File: src/core/link_adaptor_pkg.sv
// Shared constants for the serial link to parallel bus adaptor
package link_adaptor_pkg;

    // ********************
    // Bit timing
    // ********************
    // Reference clock rate and the two link rates, in MHz and Mbit/s
    localparam int unsigned REF_CLK_MHZ = 25;
    localparam int unsigned RATE_LO_MBPS = 10;
    localparam int unsigned RATE_HI_MBPS = 20;
    // Phase accumulator: step is the bit rate, modulus the clock rate
    localparam logic [5:0] ACC_MOD = 6'(REF_CLK_MHZ);
    localparam logic [5:0] ACC_INC_LO = 6'(RATE_LO_MBPS);
    localparam logic [5:0] ACC_INC_HI = 6'(RATE_HI_MBPS);
    localparam logic [5:0] ACC_HALF = ACC_MOD >> 1;

    // ********************
    // Framing
    // ********************
    localparam int unsigned DATA_BITS = 8;
    localparam logic [3:0] TX_DATA_LEN = 4'hb;  // start, one, 8 data, stop
    localparam logic [3:0] TX_ACK_LEN = 4'h2;   // start, zero
    localparam logic [10:0] TX_ACK_FRAME = 11'h001;
    localparam logic [3:0] RX_IDX_START = 4'h0;
    localparam logic [3:0] RX_IDX_KIND = 4'h1;
    localparam logic [3:0] RX_IDX_STOP = 4'ha;

    // ********************
    // Register selection
    // ********************
    localparam logic [1:0] SEL_DATA_IN = 2'h0;
    localparam logic [1:0] SEL_DATA_OUT = 2'h1;
    localparam logic [1:0] SEL_IN_STAT = 2'h2;
    localparam logic [1:0] SEL_OUT_STAT = 2'h3;
    localparam int unsigned STAT_READY_BIT = 0;
    localparam int unsigned STAT_IE_BIT = 1;
    localparam int unsigned TX_FIFO_DEPTH = 4;

endpackage

File: src/core/byte_fifo.sv
// Small synchronous FIFO with valid/ready on both sides
`timescale 1ns/100ps
`default_nettype none
module byte_fifo #(
    parameter int unsigned WIDTH = 8,
    parameter int unsigned DEPTH = 4
) (
    // Clock and reset
    input  wire logic             ref_clk,
    input  wire logic             reset,
    // Fill side
    input  wire logic             in_valid,
    output logic                  in_ready,
    input  wire logic [WIDTH-1:0] in_data,
    // Drain side
    output logic                  out_valid,
    input  wire logic             out_ready,
    output logic      [WIDTH-1:0] out_data
);
    localparam int unsigned AW = (DEPTH > 1) ? $clog2(DEPTH) : 1;
    localparam int unsigned CW = $clog2(DEPTH + 1);

    logic [WIDTH-1:0] mem_q [DEPTH];
    logic [AW-1:0]    wr_ptr_q;
    logic [AW-1:0]    rd_ptr_q;
    logic [CW-1:0]    count_q;
    logic             push;
    logic             pop;

    // Honest flags straight from the occupancy count
    assign in_ready = (count_q != CW'(DEPTH));
    assign out_valid = (count_q != '0);
    assign out_data = mem_q[rd_ptr_q];
    assign push = in_valid && in_ready;
    assign pop = out_valid && out_ready;

    // Storage, no reset needed on the data itself
    always_ff @(posedge ref_clk) begin
        if (push) begin
            mem_q[wr_ptr_q] <= in_data;
        end
    end

    // Pointers wrap at DEPTH, which need not be a power of two
    always_ff @(posedge ref_clk) begin
        if (reset) begin
            wr_ptr_q <= '0;
            rd_ptr_q <= '0;
            count_q <= '0;
        end else begin
            if (push) begin
                wr_ptr_q <= (wr_ptr_q == AW'(DEPTH - 1)) ? '0 : wr_ptr_q + 1'b1;
            end
            if (pop) begin
                rd_ptr_q <= (rd_ptr_q == AW'(DEPTH - 1)) ? '0 : rd_ptr_q + 1'b1;
            end
            count_q <= count_q + CW'(push) - CW'(pop);
        end
    end

    a_fifo_bounds: assert property (@(posedge ref_clk) disable iff (reset)
        count_q <= CW'(DEPTH))
        else $error("fifo count beyond depth");

endmodule // byte_fifo
`default_nettype wire

File: src/core/link_receiver.sv
// Oversampling receiver for data and acknowledge packets
`timescale 1ns/100ps
`default_nettype none
module link_receiver
    import link_adaptor_pkg::*;
(
    // Clock and reset
    input  wire logic       ref_clk,
    input  wire logic       reset,
    // Link side, already synchronised
    input  wire logic       rate_hi,
    input  wire logic       line,
    // Results
    output logic            byte_valid,
    output logic [7:0]      byte_data,
    output logic            ack_seen
);
    typedef enum logic {RX_IDLE, RX_RUN} rx_state_e;

    rx_state_e   state_q;
    logic [5:0]  acc_q;
    logic [5:0]  acc_sum;
    logic        tick;
    logic [5:0]  acc_inc;
    logic [5:0]  start_sum;
    logic        start_tick;
    logic [3:0]  idx_q;
    logic [7:0]  shift_q;

    // Fractional bit clock; the local clock is not a multiple of the bit rate
    assign acc_inc = rate_hi ? ACC_INC_HI : ACC_INC_LO;
    assign acc_sum = acc_q + acc_inc;
    assign tick = (acc_sum >= ACC_MOD);
    // Start is seen about half a clock after the real edge, so one step is
    // already owed; at the fast rate that step reaches mid start bit
    assign start_sum = ACC_HALF + acc_inc;
    assign start_tick = (start_sum >= ACC_MOD);

    // Start edge restarts the accumulator half a bit in, so samples
    // land mid-bit whatever the sender's clock phase
    always_ff @(posedge ref_clk) begin
        if (reset) begin
            state_q <= RX_IDLE;
            acc_q <= '0;
            idx_q <= '0;
            shift_q <= '0;
            byte_valid <= 1'b0;
            byte_data <= '0;
            ack_seen <= 1'b0;
        end else begin
            byte_valid <= 1'b0;
            ack_seen <= 1'b0;
            case (state_q)
                RX_IDLE: begin
                    if (line) begin
                        state_q <= RX_RUN;
                        acc_q <= start_tick ? start_sum - ACC_MOD : start_sum;
                        idx_q <= start_tick ? RX_IDX_KIND : RX_IDX_START;
                    end
                end
                RX_RUN: begin
                    acc_q <= tick ? acc_sum - ACC_MOD : acc_sum;
                    if (tick) begin
                        idx_q <= idx_q + 1'b1;
                        if (idx_q == RX_IDX_START) begin
                            // At the slow rate, a glitch shorter than half a bit is dropped
                            if (!line) state_q <= RX_IDLE;
                        end else if (idx_q == RX_IDX_KIND) begin
                            if (!line) begin
                                ack_seen <= 1'b1;
                                state_q <= RX_IDLE;
                            end
                        end else if (idx_q == RX_IDX_STOP) begin
                            // Framing error: byte is silently dropped
                            byte_valid <= !line;
                            byte_data <= shift_q;
                            state_q <= RX_IDLE;
                        end else begin
                            shift_q <= {line, shift_q[7:1]};
                        end
                    end
                end
                default: state_q <= RX_IDLE;
            endcase
        end
    end

    a_byte_needs_stop: assert property (@(posedge ref_clk) disable iff (reset)
        byte_valid |-> !$past(line) && $past(idx_q) == RX_IDX_STOP)
        else $error("byte accepted without low stop bit");

endmodule // link_receiver
`default_nettype wire

File: src/core/link_adaptor.sv
// Serial link to byte-wide parallel bus adaptor, top level
`timescale 1ns/100ps
`default_nettype none

module link_adaptor
    import link_adaptor_pkg::*;
(
    // Clock and reset
    input  wire logic       ref_clk,
    input  wire logic       reset,
    // Serial link
    input  wire logic       rate_select,
    input  wire logic       serial_rx_line,
    output logic            serial_tx_line,
    // Parallel bus
    input  wire logic       chip_select_n,
    input  wire logic [1:0] reg_select,
    input  wire logic       read_write_line,
    input  wire logic [7:0] parallel_data_bus_in,
    output logic      [7:0] parallel_data_bus_out,
    output logic            parallel_data_bus_oe,
    // Interrupts
    output logic            rx_avail_irq,
    output logic            tx_empty_irq
);
    import link_adaptor_pkg::*;

    typedef enum logic {TX_IDLE, TX_SHIFT} tx_state_e;

    localparam int unsigned PIN_W = 14;

    // ********************
    // Pin synchronisers
    // ********************
    logic [PIN_W-1:0] pin_meta_q;
    logic [PIN_W-1:0] pin_sync_q;
    logic             rx_s;
    logic             rate_s;
    logic             cs_n_s;
    logic [1:0]       sel_s;
    logic             rw_s;
    logic [7:0]       din_s;

    // Every pin crosses two flops before any logic looks at it
    always_ff @(posedge ref_clk) begin
        if (reset) begin
            pin_meta_q <= '0;
            pin_sync_q <= '0;
        end else begin
            pin_meta_q <= {serial_rx_line, rate_select, ~chip_select_n,
                           reg_select, read_write_line, parallel_data_bus_in};
            pin_sync_q <= pin_meta_q;
        end
    end

    // Chip select is carried inverted so reset reads as deselected
    logic cs_s;
    assign {rx_s, rate_s, cs_s, sel_s, rw_s, din_s} = pin_sync_q;
    assign cs_n_s = ~cs_s;

    // ********************
    // Bus cycle tracking
    // ********************
    logic       cs_n_prev_q;
    logic       cs_fall;
    logic       cs_rise;
    logic       active_q;
    logic       rd_q;
    logic [1:0] sel_q;
    logic [7:0] rd_data_q;
    logic       rx_full_q;
    logic [7:0] rx_byte_q;
    logic       ie_in_q;
    logic       ie_out_q;
    logic       fifo_in_ready;
    logic [7:0] stat_in;
    logic [7:0] stat_out;

    assign cs_fall = cs_n_prev_q && !cs_n_s;
    assign cs_rise = !cs_n_prev_q && cs_n_s;

    always_comb begin
        stat_in = '0;
        stat_in[STAT_READY_BIT] = rx_full_q;
        stat_in[STAT_IE_BIT] = ie_in_q;
        stat_out = '0;
        stat_out[STAT_READY_BIT] = fifo_in_ready;
        stat_out[STAT_IE_BIT] = ie_out_q;
    end

    // Select and direction freeze at the falling edge of chip select
    always_ff @(posedge ref_clk) begin
        if (reset) begin
            cs_n_prev_q <= 1'b1;
            active_q <= 1'b0;
            rd_q <= 1'b0;
            sel_q <= SEL_DATA_IN;
            rd_data_q <= '0;
        end else begin
            cs_n_prev_q <= cs_n_s;
            if (cs_fall) begin
                active_q <= 1'b1;
                sel_q <= sel_s;
                rd_q <= rw_s;
                case (sel_s)
                    SEL_DATA_IN:  rd_data_q <= rw_s ? rx_byte_q : '0;
                    SEL_IN_STAT:  rd_data_q <= stat_in;
                    SEL_OUT_STAT: rd_data_q <= stat_out;
                    default:      rd_data_q <= '0;
                endcase
            end else if (cs_rise) begin
                active_q <= 1'b0;
            end
        end
    end

    // Bus driven only in a selected read; floats during reset
    assign parallel_data_bus_oe = active_q && rd_q && !reset;
    assign parallel_data_bus_out = rd_data_q;

    // Write data is taken at the rising edge of chip select
    logic wr_commit;
    logic rd_commit;
    assign wr_commit = cs_rise && active_q && !rd_q;
    assign rd_commit = cs_rise && active_q && rd_q;

    // Interrupt enables, both off after reset
    always_ff @(posedge ref_clk) begin
        if (reset) begin
            ie_in_q <= 1'b0;
            ie_out_q <= 1'b0;
        end else if (wr_commit && sel_q == SEL_IN_STAT) begin
            ie_in_q <= din_s[STAT_IE_BIT];
        end else if (wr_commit && sel_q == SEL_OUT_STAT) begin
            ie_out_q <= din_s[STAT_IE_BIT];
        end
    end

    // ********************
    // Receive path
    // ********************
    logic       rx_byte_valid;
    logic [7:0] rx_byte_data;
    logic       rx_ack_seen;
    logic       ack_owed_q;
    logic       load_ack;

    link_receiver u_rx (
        .ref_clk    (ref_clk),
        .reset      (reset),
        .rate_hi    (rate_s),
        .line       (rx_s),
        .byte_valid (rx_byte_valid),
        .byte_data  (rx_byte_data),
        .ack_seen   (rx_ack_seen)
    );

    // A new byte beats a read that ends in the same cycle
    always_ff @(posedge ref_clk) begin
        if (reset) begin
            rx_full_q <= 1'b0;
            rx_byte_q <= '0;
        end else if (rx_byte_valid) begin
            rx_full_q <= 1'b1;
            rx_byte_q <= rx_byte_data;
        end else if (rd_commit && sel_q == SEL_DATA_IN) begin
            rx_full_q <= 1'b0;
        end
    end

    // One ack owed per byte; sent only once the holding register is free
    always_ff @(posedge ref_clk) begin
        if (reset) begin
            ack_owed_q <= 1'b0;
        end else if (rx_byte_valid) begin
            ack_owed_q <= 1'b1;
        end else if (load_ack) begin
            ack_owed_q <= 1'b0;
        end
    end

    assign rx_avail_irq = rx_full_q && ie_in_q && !reset;
    assign tx_empty_irq = fifo_in_ready && ie_out_q && !reset;

    // ********************
    // Transmit path
    // ********************
    logic       fifo_in_valid;
    logic       fifo_out_valid;
    logic [7:0] fifo_out_data;
    logic       load_data;

    // Writes to a full queue are dropped; software polls the ready bit
    assign fifo_in_valid = wr_commit && sel_q == SEL_DATA_OUT;

    byte_fifo #(
        .WIDTH (DATA_BITS),
        .DEPTH (TX_FIFO_DEPTH)
    ) u_tx_fifo (
        .ref_clk   (ref_clk),
        .reset     (reset),
        .in_valid  (fifo_in_valid),
        .in_ready  (fifo_in_ready),
        .in_data   (din_s),
        .out_valid (fifo_out_valid),
        .out_ready (load_data),
        .out_data  (fifo_out_data)
    );

    tx_state_e   tx_state_q;
    logic [5:0]  tx_acc_q;
    logic [5:0]  tx_acc_sum;
    logic        tx_tick;
    logic [10:0] tx_shift_q;
    logic [3:0]  tx_left_q;
    logic        wait_ack_q;

    // Bit clock derived from the reference by a phase accumulator
    assign tx_acc_sum = tx_acc_q + (rate_s ? ACC_INC_HI : ACC_INC_LO);
    assign tx_tick = (tx_acc_sum >= ACC_MOD);

    always_ff @(posedge ref_clk) begin
        if (reset) begin
            tx_acc_q <= '0;
        end else begin
            tx_acc_q <= tx_tick ? tx_acc_sum - ACC_MOD : tx_acc_sum;
        end
    end

    // Acks take priority over queued data; an ack still waits for a data frame already in flight
    assign load_ack = tx_tick && tx_state_q == TX_IDLE
                      && ack_owed_q && !rx_full_q;
    assign load_data = tx_tick && tx_state_q == TX_IDLE && !load_ack
                       && fifo_out_valid && !wait_ack_q;

    always_ff @(posedge ref_clk) begin
        if (reset) begin
            tx_state_q <= TX_IDLE;
            tx_shift_q <= '0;
            tx_left_q <= '0;
        end else begin
            case (tx_state_q)
                TX_IDLE: begin
                    if (load_ack) begin
                        tx_shift_q <= TX_ACK_FRAME;
                        tx_left_q <= TX_ACK_LEN;
                        tx_state_q <= TX_SHIFT;
                    end else if (load_data) begin
                        tx_shift_q <= {1'b0, fifo_out_data, 2'b11};
                        tx_left_q <= TX_DATA_LEN;
                        tx_state_q <= TX_SHIFT;
                    end
                end
                TX_SHIFT: begin
                    if (tx_tick) begin
                        tx_shift_q <= tx_shift_q >> 1;
                        tx_left_q <= tx_left_q - 1'b1;
                        if (tx_left_q == 4'h1) tx_state_q <= TX_IDLE;
                    end
                end
                default: tx_state_q <= TX_IDLE;
            endcase
        end
    end

    // Only one data byte may be unacknowledged at a time
    always_ff @(posedge ref_clk) begin
        if (reset) begin
            wait_ack_q <= 1'b0;
        end else if (load_data) begin
            wait_ack_q <= 1'b1;
        end else if (rx_ack_seen) begin
            wait_ack_q <= 1'b0;
        end
    end

    // Line idles low and is forced low while in reset
    assign serial_tx_line = (tx_state_q == TX_SHIFT) && tx_shift_q[0]
                            && !reset;

    // ********************
    // Checks
    // ********************
    a_reset_quiet: assert property (@(posedge ref_clk)
        reset |-> !serial_tx_line && !rx_avail_irq && !tx_empty_irq)
        else $error("outputs not low during reset");

    a_reset_float: assert property (@(posedge ref_clk)
        reset |-> !parallel_data_bus_oe)
        else $error("data bus driven during reset");

    a_idle_low: assert property (@(posedge ref_clk) disable iff (reset)
        tx_state_q == TX_IDLE |-> !serial_tx_line)
        else $error("link output not low when idle");

    a_one_outstanding: assert property (@(posedge ref_clk) disable iff (reset)
        load_data |=> wait_ack_q && tx_state_q == TX_SHIFT)
        else $error("data frame started while awaiting ack");

    a_ack_after_free: assert property (@(posedge ref_clk) disable iff (reset)
        load_ack |-> !rx_full_q ##1 serial_tx_line)
        else $error("ack sent while holding register full");

    a_slow_rate: assert property (@(posedge ref_clk) disable iff (reset)
        (!rate_s && $stable(rate_s) && tx_tick) ##1 !rate_s |-> !tx_tick)
        else $error("bit ticks too close at low rate");

    a_fast_rate: assert property (@(posedge ref_clk) disable iff (reset)
        (rate_s && !tx_tick) ##1 rate_s |-> tx_tick)
        else $error("bit ticks too sparse at high rate");

    a_rx_irq_cause: assert property (@(posedge ref_clk) disable iff (reset)
        (rx_byte_valid && ie_in_q) |=> rx_avail_irq)
        else $error("receive interrupt missing after byte");

    a_read_pops: assert property (@(posedge ref_clk) disable iff (reset)
        (rd_commit && sel_q == SEL_DATA_IN && !rx_byte_valid) |=> !rx_full_q)
        else $error("data read did not release holding register");

    a_bad_write_ignored: assert property (@(posedge ref_clk) disable iff (reset)
        (wr_commit && sel_q == SEL_DATA_IN) |=> $stable(ie_in_q) && $stable(ie_out_q))
        else $error("invalid write changed state");

endmodule // link_adaptor
`default_nettype wire

File: config.mk
export PLATFORM = sky130hd
export DESIGN_NAME = link_adaptor
export DESIGN_NICKNAME = d
export VERILOG_FILES = /design/src/core/link_adaptor_pkg.sv /design/src/core/byte_fifo.sv /design/src/core/link_receiver.sv /design/src/core/link_adaptor.sv
export SDC_FILE = /design/constraint.sdc
export NUM_CORES = 1
export LEC_CHECK = 0
export BUFFER_PORTS_ARGS = -buffer_cell sky130_fd_sc_hd__buf_2
export CAP_MARGIN = 20
export CELL_PAD_IN_SITES_DETAIL_PLACEMENT = 1
export CELL_PAD_IN_SITES_GLOBAL_PLACEMENT = 2
export CORE_MARGIN = 1.5
export CORE_UTILIZATION = 37
export CTS_CLUSTER_DIAMETER = 30
export CTS_CLUSTER_SIZE = 25
export DETAILED_ROUTE_END_ITERATION = 6
export MAX_ROUTING_LAYER = met4
export PLACE_DENSITY = 0.73
export SLEW_MARGIN = 5
export SYNTH_ARGS = -nofsm -noshare
export SYNTH_HDL_FRONTEND = slang
export SYNTH_SLANG_ARGS = --single-unit
File: constraint.sdc
create_clock -name ref_clk -period 3.53 [get_ports ref_clk]
set_input_delay 0 -clock ref_clk [delete_from_list [all_inputs] [get_ports ref_clk]]
set_output_delay 0 -clock ref_clk [all_outputs]
set_load 0.1 [all_outputs]
[Yosys cells after proc, flatten, opt, wreduce, memory -nomap -nowiden]
Memories as Yosys holds them, arrays and structs flattened. A register that Yosys moved wholly into a read port is not among the register bits.
Cells that the tools add are included.
Cells by class
  add/subtract/negate cells: 12
  $mul: 0
  div/mod/pow operators: 0
  order comparisons: 3
  equal/unequal tests: 15
  shift-type cells: 0
  mux-type cells: 46
  bitwise gates (word level): 9
  reductions and logical operators: 47
Operators with widths (number)
  $mux W11: 3
  $logic_and A1 B1 Y1: 25
  $mux W6: 4
  $pmux W8 S3: 1
  $pmux W11 S2: 1
  $mux W1: 21
  $mux W4: 5
  $ge A6 B5 Y1 const B: 3
  $sub A6 B5 Y6 const B: 3
  $pmux W4 S2: 2
  $add A6 B5 Y6: 2
  $eq A2 B2 Y1 const B: 6
  $pmux W6 S2: 1
  $reduce_and A5 Y1: 2
  $not A1 Y1: 9
  $eq A4 B1 Y1 const B: 2
  $mux W2: 4
  $mux W8: 1
  $reduce_bool A2 Y1: 4
  $logic_not A1 Y1: 7
  $add A4 B5 Y6 const A: 1
  $reduce_and A2 Y1: 3
  $reduce_or A6 Y1: 1
  $mux W5: 1
  16 further kinds: 20
Storage, ports and cells
  register bits: 112
  latch bits: 0
  RAM bits: 32
  ROM bits: 0
  word-level logic and storage cells: 160
  memories kept: 1
Memory list
  u_tx_fifo.mem_q: words 4, width 8, rd ports 1, clocked after Yosys merged registers in 1, write ports 1, RTL line byte_fifo.sv:23  | logic [WIDTH-1:0] mem_q [DEPTH];

[Logic depth before layout (Yosys ltp)]
Gate-level depths: netlist of run 1.
  word-level depth: 13
  gate-level depth with buffers: 18

[Hierarchy]
A second synthesis of run 1 with hierarchy kept.
Unflattened totals
  cells, all modules: 581
  area total of the unflattened synthesis: 6238.5 um^2
Modules (own cells, without submodules)
  link_adaptor: instances 1, cells an instance 320, area an instance 3050.4 um^2, seq. area each 1501.4 um^2
  byte_fifo: instances 1, cells an instance 91, area an instance 1637.8 um^2, seq. area each 1141.1 um^2
  link_receiver: instances 1, cells an instance 170, area an instance 1550.2 um^2, seq. area each 580.6 um^2

[Worst setup path after synthesis of run 1]
Ideal clock, no wire load.
  path type: register -> register
  start point: reg pin_sync_q[12]
  end point: reg u_tx_fifo.count_q[2]
  arrival: 3454 ps
  required time: 3402 ps
  path slack: -52 ps
  stages on the path, launching flop included: 18
  period minus slack after synthesis: 3582 ps
  cell sequence: dfxtp_1 inv_1 ha_1 fa_1 nand2b_1 o221ai_2 o22ai_2 buf_2 and2_1 buf_2 ha_1 inv_1 ha_1 inv_1 fa_1 xor2_1 xnor2_1 nor2_1
On the way
  cells in the longest elaborated chain, start to end: 12
RTL lines
  start, declared: RTL line link_adaptor.sv:36  | logic [PIN_W-1:0] pin_sync_q;
  start signal, assigned: RTL line link_adaptor.sv:52  | pin_sync_q <= pin_meta_q;
  $mux W5 (*): RTL line link_adaptor.sv:219  | assign tx_acc_sum = tx_acc_q + (rate_s ? ACC_INC_HI : ACC_INC_LO);
  $add A6 B5 Y6 (*): RTL line link_adaptor.sv:219
  $ge A6 B5 Y1 (*): RTL line link_adaptor.sv:220  | assign tx_tick = (tx_acc_sum >= ACC_MOD);
  $logic_and A1 B1 Y1 (*): RTL line link_adaptor.sv:231, link_adaptor.sv:233
  $logic_and A1 B1 Y1 (2 in series): RTL line link_adaptor.sv:232  | && ack_owed_q && !rx_full_q;
  $logic_not A1 Y1: RTL line link_adaptor.sv:233  | assign load_data = tx_tick && tx_state_q == TX_IDLE && !load_ack
  $logic_and A1 B1 Y1 (*): RTL line link_adaptor.sv:233
  $logic_and A1 B1 Y1 (*) (2 in series): RTL line link_adaptor.sv:234  | && fifo_out_valid && !wait_ack_q;
  $logic_and A1 B1 Y1 (*): RTL line byte_fifo.sv:35  | assign pop = out_valid && out_ready;
  via u_tx_fifo.pop: RTL line byte_fifo.sv:28  | logic pop;
  $sub A3 B1 Y3 (*): RTL line byte_fifo.sv:57  | count_q <= count_q + CW'(push) - CW'(pop);
  end signal, assigned: RTL line byte_fifo.sv:57
  end, declared: RTL line byte_fifo.sv:26  | logic [CW-1:0] count_q;
Mark *: on every way through the listed nets, which the timed path passes. The rest lies on a longest branch.
A chain may end at the register's enable or synchronous reset.

[Worst setup path after layout of run 1]
  start point: reg pin_sync_q[12]
  end point: reg u_tx_fifo.count_q[2]
On the way
  cells in the longest elaborated chain, start to end: 12
RTL lines (RTL line)
  $mux W5 (*): link_adaptor.sv:219
  $add A6 B5 Y6 (*): link_adaptor.sv:219
  $ge A6 B5 Y1 (*): link_adaptor.sv:220
  $logic_and A1 B1 Y1 (*): link_adaptor.sv:231, link_adaptor.sv:233
  $logic_and A1 B1 Y1 (2 in series): link_adaptor.sv:232
  $logic_not A1 Y1: link_adaptor.sv:233
  $logic_and A1 B1 Y1 (*): link_adaptor.sv:233
  $logic_and A1 B1 Y1 (*) (2 in series): link_adaptor.sv:234
  $logic_and A1 B1 Y1 (*): byte_fifo.sv:35
  $sub A3 B1 Y3 (*): byte_fifo.sv:57
Mark *: on every way between the ends. The rest lies on a longest branch, timed or not.

==> results by group, run 1 <==
Final layout
  – Layout Cells excl Fill: 861
  – Design area: 0.00734 mm²
  – Final-layout fill cell count: 1819
  – Total inserted antenna cells: 0
  – Area growth syn-to-layout: 18.0%
  – Final #Nets: 674
  – Layout cells sized above 1: 13.4%

Pwr
  – Internal power: 3.58 mW
  – P per Cell Area: 704 mW/mm²
  – P_sw: 1.58 mW
  – Seq pwr share: 37.8%
  – Leak pwr: 2.79 nW
  – Clock power frac: 36.8%
  – Sw frac: 30.6%
  – Gate power share: 25.4%
  – Peak supply drop: 0.353 mV

Placed design
  – Placement Cell Area: 0.00654 mm²
  – HPWL Detailed: 9100 µm
  – Placed insts: 813
  – Setup WS pre-CTS: 68.1 ps
  – RD Place Congestion: 0.768
  – PortBufs: 27

Timing
  – Final Hold Fails: 0
  – Setup violations, final: 0
  – Worst-margin pin slew: 899 ps
  – Final worst slack: 260 ps
  – Rel. slew slack: 40.0%
  – Highest clock rate: 306 MHz
  – Period utilisation layout: 92.6%
  – Hold Slack: 56.3 ps
  – Min Tclk post-route: 3270 ps
  – Clk_skew: 7.77 ps
  – Max Slew Vio Count: 0
  – Setup TNS: 0 ps
  – RSZ-0062 raised after global routing: false

Worst setup path
  – CP max FO: 5
  – Crit-path slowest cell: fa_1
  – Arr. time, crit path: 3560 ps
  – Crit path kind: flop to flop
  – CP Capture Type: flop
  – Delay-heaviest family, CP: adder cells
  – Critical Path RT: 3820 ps
  – CP Buf/Inv Count: 3
  – R2r setup slk: 260 ps
  – Critical path, cell by cell: inv_2 -> ha_1 -> fa_1 -> nand2b_2 -> o221ai_2 -> o22ai_2 -> and2_1 -> ha_1 -> inv_1 -> ha_1 -> inv_1 -> fa_1 -> xor2_2 -> xnor2_1 -> nor2_1
  – Crit-path most repeated cell: ha_1
  – Slowest Stage Delay on Critical Path: 480 ps
  – Crit path launch type: flop

Routing
  – Drt drc: 0
  – Drt wl/cell: 15.5 µm
  – DRT iter0 DRCs: 129
  – Metal3 WL: 279 µm
  – Via count: 4365
  – Wire length on met2: 6550 µm
  – Post-DR vias/cell: 5.07
  – M1 wire length: 6380 µm
  – Detailed-router iteration count before antenna repair: 4
  – Final WL: 13300 µm
  – Top Layer Used: met4
  – Antenna Violating Nets Remaining: 0

Global route
  – Initial antenna violation count: 0
  – Pin count of the biggest net entering global routing: 50
  – First-pass GRT wire length: 22800 µm
  – Vias in the first global route: 4625
  – Global Route Usage Sum: 16.7%
  – GRT Residual Overflow: 0

Die
  – Die height: 133 µm
  – Starting Density: 37.6%
  – Die ar.: 0.0176 mm²
  – Chip Width: 133 µm
  – Core ar.: 0.0165 mm²
  – Rows: 47
  – I/O pin count: 28

Synthesis
  – EDFF count, synth: 32
  – Syn_nets: 638
  – Synth Register Bits: 145
  – Synth Instances: 592
  – Most used flip-flop cell after synthesis: dfxtp_1
  – YS warnings: 0
  – Register area share after synthesis: 51.8%
  – Top cell type's share of synthesized area: 36.4%
  – Area leader, netlist: dfxtp_1
  – Synth unique cells: 67
  – Async SR Flop Fraction: 0%
  – Post-Syn Area: 0.00622 mm²
  – Dominant cells by area after synthesis: dfxtp_1 (36%), edfxtp_1 (15%), mux2i_1 (7.7%)
  – Syn_area_per_cell: 10.5 µm²

Min path
  – Worst Hold Class: primary input to flop

Clock network
  – Clock tree buffer depth: 2
  – CTS buffer count: 17
  – TritonCTS clock tree: built
  – Sink Count: 145
  – Clk Tree Root Cell: clkbuf_16
  – H-tree Lvls: 4
  – Clk Latency, worst-skew pair: 420 ps
  – CTS clk-pin slew, worst paths: 60 ps

Flow run
  – Max_cap viols: 0

Outcome
  – Status: completed
==> metal layers <==
layer / track usage [%] / vias up
li1: - / 2169
met1: 20.2 / 2154
met2: 27.8 / 27
met3: 4.37 / 15
met4: 4.21 / 0
met5: - / -
==> state kept, by name, indices dropped and copies added, names as in the netlist, 2 cells and up, named ones only <==
register	cells
u_tx_fifo.count_q	3
tx_left_q	4
parallel_data_bus_out	8
pin_meta_q	14
tx_shift_q	10
u_rx.idx_q	4
sel_q	2
u_rx.shift_q	8
u_tx_fifo.mem_q	32
pin_sync_q	14
u_rx.byte_data	8
rx_byte_q	8
u_rx.acc_q	6
u_tx_fifo.wr_ptr_q	2
u_tx_fifo.rd_ptr_q	2
tx_acc_q	6
==> cells in the mapped netlist, types with 4 or more instances <==
| cell type | count |
|---|---|
| a21o_1 | 4 |
| a211oi_1 | 6 |
| buf_1 | 4 |
| inv_1 | 32 |
| nor2b_1 | 37 |
| nand2_1 | 36 |
| nor3_1 | 17 |
| a31oi_1 | 4 |
| clkbuf_1 | 19 |
| dfxtp_1 | 113 |
| o21ai_1 | 4 |
| edfxtp_1 | 32 |
| and3_1 | 7 |
| and2_1 | 7 |
| nand3_1 | 10 |
| ha_1 | 27 |
| xnor2_1 | 4 |
| nor2_1 | 47 |
| nor3b_1 | 5 |
| o22ai_1 | 14 |
| mux2i_1 | 48 |
| nand4_1 | 5 |
| buf_2 | 8 |
| a21oi_1 | 17 |
| o21ai_0 | 13 |
| a221oi_1 | 10 |
==> per-stage QoR <==
stage / power [mW] / util (%)
6_report: 5.17 / 44.4
5_1_grt: 5.46 / 44.4
4_1_cts: 5.21 / 44.2
3_5_place_dp: 3.28 / 39.6
3_3_place_gp: 3.23 / 39.6
2_1_floorplan: 2.96 / -
==> placed cells by master, fill, tap and decap left out, drive strengths merged, types with 4 or more instances in the layout <==
| cell type | instances |
|---|---|
| a211oi | 8 |
| a21o | 4 |
| a21oi | 18 |
| a221oi | 10 |
| a31oi | 4 |
| and2 | 7 |
| and3 | 7 |
| buf | 35 |
| clkbuf | 22 |
| clkinv | 4 |
| dfxtp | 113 |
| dlygate4sd3 | 14 |
| edfxtp | 32 |
| ha | 27 |
| inv | 36 |
| mux2i | 48 |
| nand2 | 36 |
| nand3 | 11 |
| nand4 | 5 |
| nor2 | 47 |
| nor2b | 37 |
| nor3 | 18 |
| nor3b | 5 |
| o211ai | 4 |
| o21ai | 17 |
| o22ai | 16 |
| xnor2 | 4 |
==> what timing repair did <==
action | CTS | global route
buffers inserted | 0 | 2
hold buffers | 14 | 0
resized for setup | 0 | 4
hold endpoints to repair | 14 | 0
setup endpoints to repair | 0 | 1
==> worst register-to-register path: cells and delay by family (launching register included) <==
kind | cells | cell delay, ps
flops | 1 | 370
fa+ha+maj | 5 | 1540
buf+inv | 3 | 180
compound gates | 2 | 300
simple gates | 3 | 450
xor+xnor | 2 | 300
==> power by group through the flow <==
| stage | clock (mW) | combinational, mW | sequential [mW] |
|---|---|---|---|
| floorplan | 0 | 1.01 | 1.95 |
| global placement | 0 | 1.25 | 1.98 |
| detailed placement | 0 | 1.29 | 1.99 |
| CTS | 1.95 | 1.31 | 1.95 |
| global route | 2.03 | 1.46 | 1.97 |
| finish | 1.90 | 1.31 | 1.95 |
==> area by class of cell <==
class | count | area [µm²] | share of cell area [%]
sequential | 145 | 3230 | 44.0
tap | 220 | 275 | 3.75
clock inverter | 10 | 145 | 1.98
clock buffer | 22 | 485 | 6.62
multi-input combinational | 382 | 2740 | 37.4
inverter | 33 | 124 | 1.69
timing repair buffer | 49 | 338 | 4.60
==> path summary, 6_finish.rpt <==
path	depth (start not counted)	from	to
setup / recovery	15	pin_sync_q[12]$_SDFF_PP0_	u_tx_fifo.count_q[2]$_SDFF_PP0_
hold / removal	2	reset	pin_sync_q[6]$_SDFF_PP0_
setup reg to reg	15	pin_sync_q[12]$_SDFF_PP0_	u_tx_fifo.count_q[2]$_SDFF_PP0_
hold reg to reg	1	pin_sync_q[11]$_SDFF_PP0_	cs_n_prev_q$_SDFF_PP1_
==> cell families (layout without fill, tap and decap cells) <==
logic type	Yosys count	in the layout	synth area share (%)
multiplexers	52	52	8.69
XOR/XNOR	7	7	1.23
AO/OA/AOI/OAI	102	102	11.7
flip-flops	145	145	51.8
buffers and inverters	65	114	4.21
adder cells (fa/ha/maj)	30	30	6.40
AND/OR/NAND/NOR	191	191	15.9
Note: power is estimated with default switching activity, not from simulation.
==> inputs of run 2 (changes only) <==
ABC_AREA = 1   (was not set)
CORE_UTILIZATION = 34   (was 37)
GPL_ROUTABILITY_DRIVEN = 0   (was not set)
==> run 2 against run 1 <==
- power fell by 3.7%
- die area rose by 9.2%
- wire length rose by 7.9%
- combinational power fell by 3%
- critical path depth rose by 3
- utilization fell by 3.9 points
- first-iteration DRC count rose by 34%
- sequential share of layout area rose by 0.18 points
- largest power group unchanged
==> results by group, run 2 <==
Outcome
  – Status: completed

Final layout
  – Largest register FFs: 32 (unchanged)
  – Biggest regs: u_tx_fifo.mem_q: 32 flops, pin_meta_q: 14 flops, pin_sync_q: 14 flops
  – Final-layout fill cell count: 2171 (+19%)
  – Commonest non-fill, non-tap cell in the layout: nand2_1
  – Final #Nets: 839 (+24%)
  – Layout Cells excl Fill: 1035 (+20%)
  – Most frequent cells in the layout: nand2_1 (124), dfxtp_1 (113), inv_1 (104)
  – Post-layout util: 40.5% (-3.9 points)
  – Layout cells sized above 1: 9.68% (-3.7 points)
  – Area growth syn-to-layout: 16.8%
  – Total inserted antenna cells: 0 (unchanged)
  – Largest Register: u_tx_fifo.mem_q

Clock network
  – Clk Tree Root Cell: clkbuf_16
  – H-tree Lvls: 4 (unchanged)
  – CTS buffer count: 17 (unchanged)
  – Setup Fix Bufs, Post-CTS: 0 (unchanged)
  – TritonCTS clock tree: built
  – Clock tree buffer depth: 2 (unchanged)
  – Sink Count: 145 (unchanged)
  – Clk Latency, worst-skew pair: 420 ps (about the same)
  – CTS clk-pin slew, worst paths: 60 ps (about the same)

Worst setup path
  – Crit path launch type: flop
  – Critical path, cell by cell: inv_1 -> ha_1 -> fa_1 -> inv_1 -> nand2_1 -> nand3_2 -> nand2_1 -> nand3_2 -> nand2_8 -> nand3_2 -> inv_1 -> ha_1 -> inv_1 -> ha_1 -> inv_1 -> fa_1 -> o21ai_1 -> a21oi_1
  – R2r setup slk: 300 ps (+40 ps)
  – Crit-path most repeated cell: inv_1
  – Delay-heaviest family, CP: adder cells
  – CP Capture Type: flop
  – CP Buf/Inv Count: 5 (+2)
  – Arr. time, crit path: 3530 ps (-30 ps)
  – Critical Path RT: 3830 ps (about the same)
  – Slowest Stage Delay on Critical Path: 530 ps (+50 ps)
  – Crit-path slowest cell: fa_1
  – CP max FO: 16 (+11)
  – Crit path kind: flop to flop

Timing
  – Min Tclk post-route: 3230 ps (-42.8 ps)
  – Hold Slack: 267 ps (+211 ps)
  – Final Hold Fails: 0 (unchanged)
  – Rel. slew slack: 35.8% (-4.2 points)
  – Setup TNS: 0 ps (unchanged)
  – Setup violations, final: 0 (unchanged)
  – RSZ-0062 raised after global routing: false
  – Clk_skew: 9.80 ps (+2.03 ps)
  – Highest clock rate: 310 MHz (+1.3%)
  – Period utilisation layout: 91.4% (-1.2 points)
  – Worst-margin pin slew: 962 ps (+63.6 ps)
  – Max Slew Vio Count: 0 (unchanged)

Synthesis
  – Register area share after synthesis: 51.6% (-0.26 points)
  – Synth Instances: 757 (+28%)
  – Mux contribution to synthesized area: 0% (-8.7 points)
  – Most used flip-flop cell after synthesis: dfxtp_1
  – Largest family of logic cells by synthesized area: simple AND/OR/NAND/NOR gates
  – Post-Syn Area: 0.00625 mm² (+0.50%)
  – Syn_area_per_cell: 8.26 µm² (-21%)
  – Simple-gate share of the synthesized area: 21.3% (+5.3 points)
  – Synth Register Bits: 145 (unchanged)
  – EDFF count, synth: 32 (unchanged)
  – YS warnings: 0 (unchanged)
  – Dominant cells by area after synthesis: dfxtp_1 (36%), edfxtp_1 (15%), nand2_1 (7.4%)
  – Area leader, netlist: dfxtp_1
  – Compound-Gate Fraction of Synth Area: 11.2% (-0.52 points)
  – Post-Synth XOR/XNOR Area: 0.841% (-0.39 points)
  – Async SR Flop Fraction: 0% (unchanged)
  – Synth cell count leaders: nand2_1 (124), dfxtp_1 (113), inv_1 (104)
  – Top cell type's share of synthesized area: 36.2% (-0.18 points)
  – Synth unique cells: 37 (-45%)
  – Post-Synth Adder-Cell Area: 6.37% (-0.032 points)
  – Most frequent cell after synthesis: nand2_1
  – Syn_nets: 803 (+26%)

Pwr
  – Total power: 4.97 mW (-3.7%)
  – Peak supply drop: 0.406 mV (+15%)
  – P per Cell Area: 681 mW/mm² (-3.2%)
  – Seq pwr share: 39.0% (+1.2 points)
  – Gate power share: 25.4% (about the same)
  – Internal power: 3.30 mW (-7.9%)
  – Clock power frac: 35.6% (-1.2 points)
  – P_sw: 1.67 mW (+5.7%)
  – Leak pwr: 3.15 nW (+13%)
  – Sw frac: 33.6% (+3.0 points)

Global route
  – Global Route Usage Sum: 16.1% (-0.56 points)
  – GRT Residual Overflow: 0 (unchanged)
  – Pin count of the biggest net entering global routing: 89 (+78%)
  – Initial antenna violation count: 0 (unchanged)
  – Vias in the first global route: 5065 (+9.5%)
  – First-pass GRT wire length: 24200 µm (+6.3%)

Routing
  – Antenna Violating Nets Remaining: 0 (unchanged)
  – DRT iter0 DRCs: 173 (+34%)
  – Drt drc: 0 (unchanged)
  – Detailed-router iteration count before antenna repair: 6 (+2)
  – Final WL: 14400 µm (+7.9%)
  – Post-DR vias/cell: 4.79 (-5.5%)
  – Via count: 4958 (+14%)
  – Drt wl/cell: 13.9 µm (-10%)

Die
  – I/O pin count: 28 (unchanged)
  – Chip Width: 139 µm (+4.5%)
  – Die height: 139 µm (+4.5%)
  – Starting Density: 34.7% (-3.0 points)
  – Core ar.: 0.0180 mm² (+9.1%)
  – Die ar.: 0.0192 mm² (+9.2%)
  – Rows: 49 (+4.3%)

Placed design
  – Placed insts: 989 (+22%)
  – PortBufs: 27 (unchanged)
  – HPWL Detailed: 9820 µm (+7.9%)

Flow run
  – Max_cap viols: 0 (unchanged)

Min path
  – Worst Hold Class: primary input to flop
[run 2: final timing paths]
path,startpoint,cells past startpoint,endpoint
worst max-delay path,pin_sync_q[12]$_SDFF_PP0_,18,u_tx_fifo.count_q[2]$_SDFF_PP0_
worst min-delay path,chip_select_n,3,pin_meta_q[11]$_SDFF_PP0_
worst max register to register,pin_sync_q[12]$_SDFF_PP0_,18,u_tx_fifo.count_q[2]$_SDFF_PP0_
worst min register to register,pin_meta_q[10]$_SDFF_PP0_,2,pin_sync_q[10]$_SDFF_PP0_
[run 2: what timing repair did]
| item | 4_1_cts | 5_1_grt |
|---|---|---|
| setup endpoints to repair | 0 | 1 |
| gates resized for setup | 0 | 3 |
| hold endpoints to repair | 14 | 0 |
| hold buffers | 14 | 0 |
[run 2: area by class of cell]
| type | count | area, µm² | area share (%) |
|---|---|---|---|
| Timing Repair Buffer | 46 | 313 | 4.29 |
| Sequential cell | 145 | 3220 | 44.2 |
| Clock buffer | 20 | 457 | 6.26 |
| Inverter | 107 | 402 | 5.50 |
| Clock inverter | 12 | 126 | 1.73 |
| Multi-Input combinational cell | 476 | 2490 | 34.1 |
| Tap cell | 229 | 287 | 3.93 |
[run 2: metal layers]
| metal | part of all wire (%) | wire length (µm) | GRT usage (%) | vias to the layer above |
|---|---|---|---|---|
| met2 | 49 | 7110 | 27.2 | 56 |
| met3 | 2.2 | 322 | 3.73 | 15 |
| li1 | - | - | - | 2522 |
| met5 | 0 | 0 | - | - |
| met4 | 1.2 | 174 | 5.26 | 0 |
| met1 | 47 | 6790 | 19.0 | 2365 |
[run 2: through the flow]
step                      area, µm²  worst slack, ps
after global routing           7300             40.4
after floorplan                6250              348
after detailed placement       6560              203
final                          7300              303
after global placement         6560              341
after CTS                      7290              178
[run 2: power by group through the flow]
stage	logic (mW)	registers [mW]	clock network [mW]
final	1.27	1.94	1.77
after global routing	1.47	1.96	1.89
after CTS	1.26	1.94	1.81
after detailed placement	1.24	1.97	0
after global placement	1.18	1.96	0
after floorplan	1.02	1.93	0
[run 2: cell families (layout without fill, tap and decap cells)]
kind of cell / after synthesis / in the layout
xor+xnor: 6 / 6
flops: 145 / 145
simple gates: 311 / 311
buf+inv: 136 / 185
fa+ha+maj: 30 / 30
compound gates: 129 / 129
[run 2: worst register-to-register path: stages (launching register included)]
cell and delay [ps]:
dfxtp_1 330, inv_1 90, ha_1 230, fa_1 530
inv_1 70, nand2_1 100, nand3_2 90, nand2_1 80
nand3_2 130, nand2_8 150, nand3_2 120, inv_1 130
ha_1 240, inv_1 60, ha_1 130, inv_1 50
fa_1 400, o21ai_1 140, a21oi_1 70
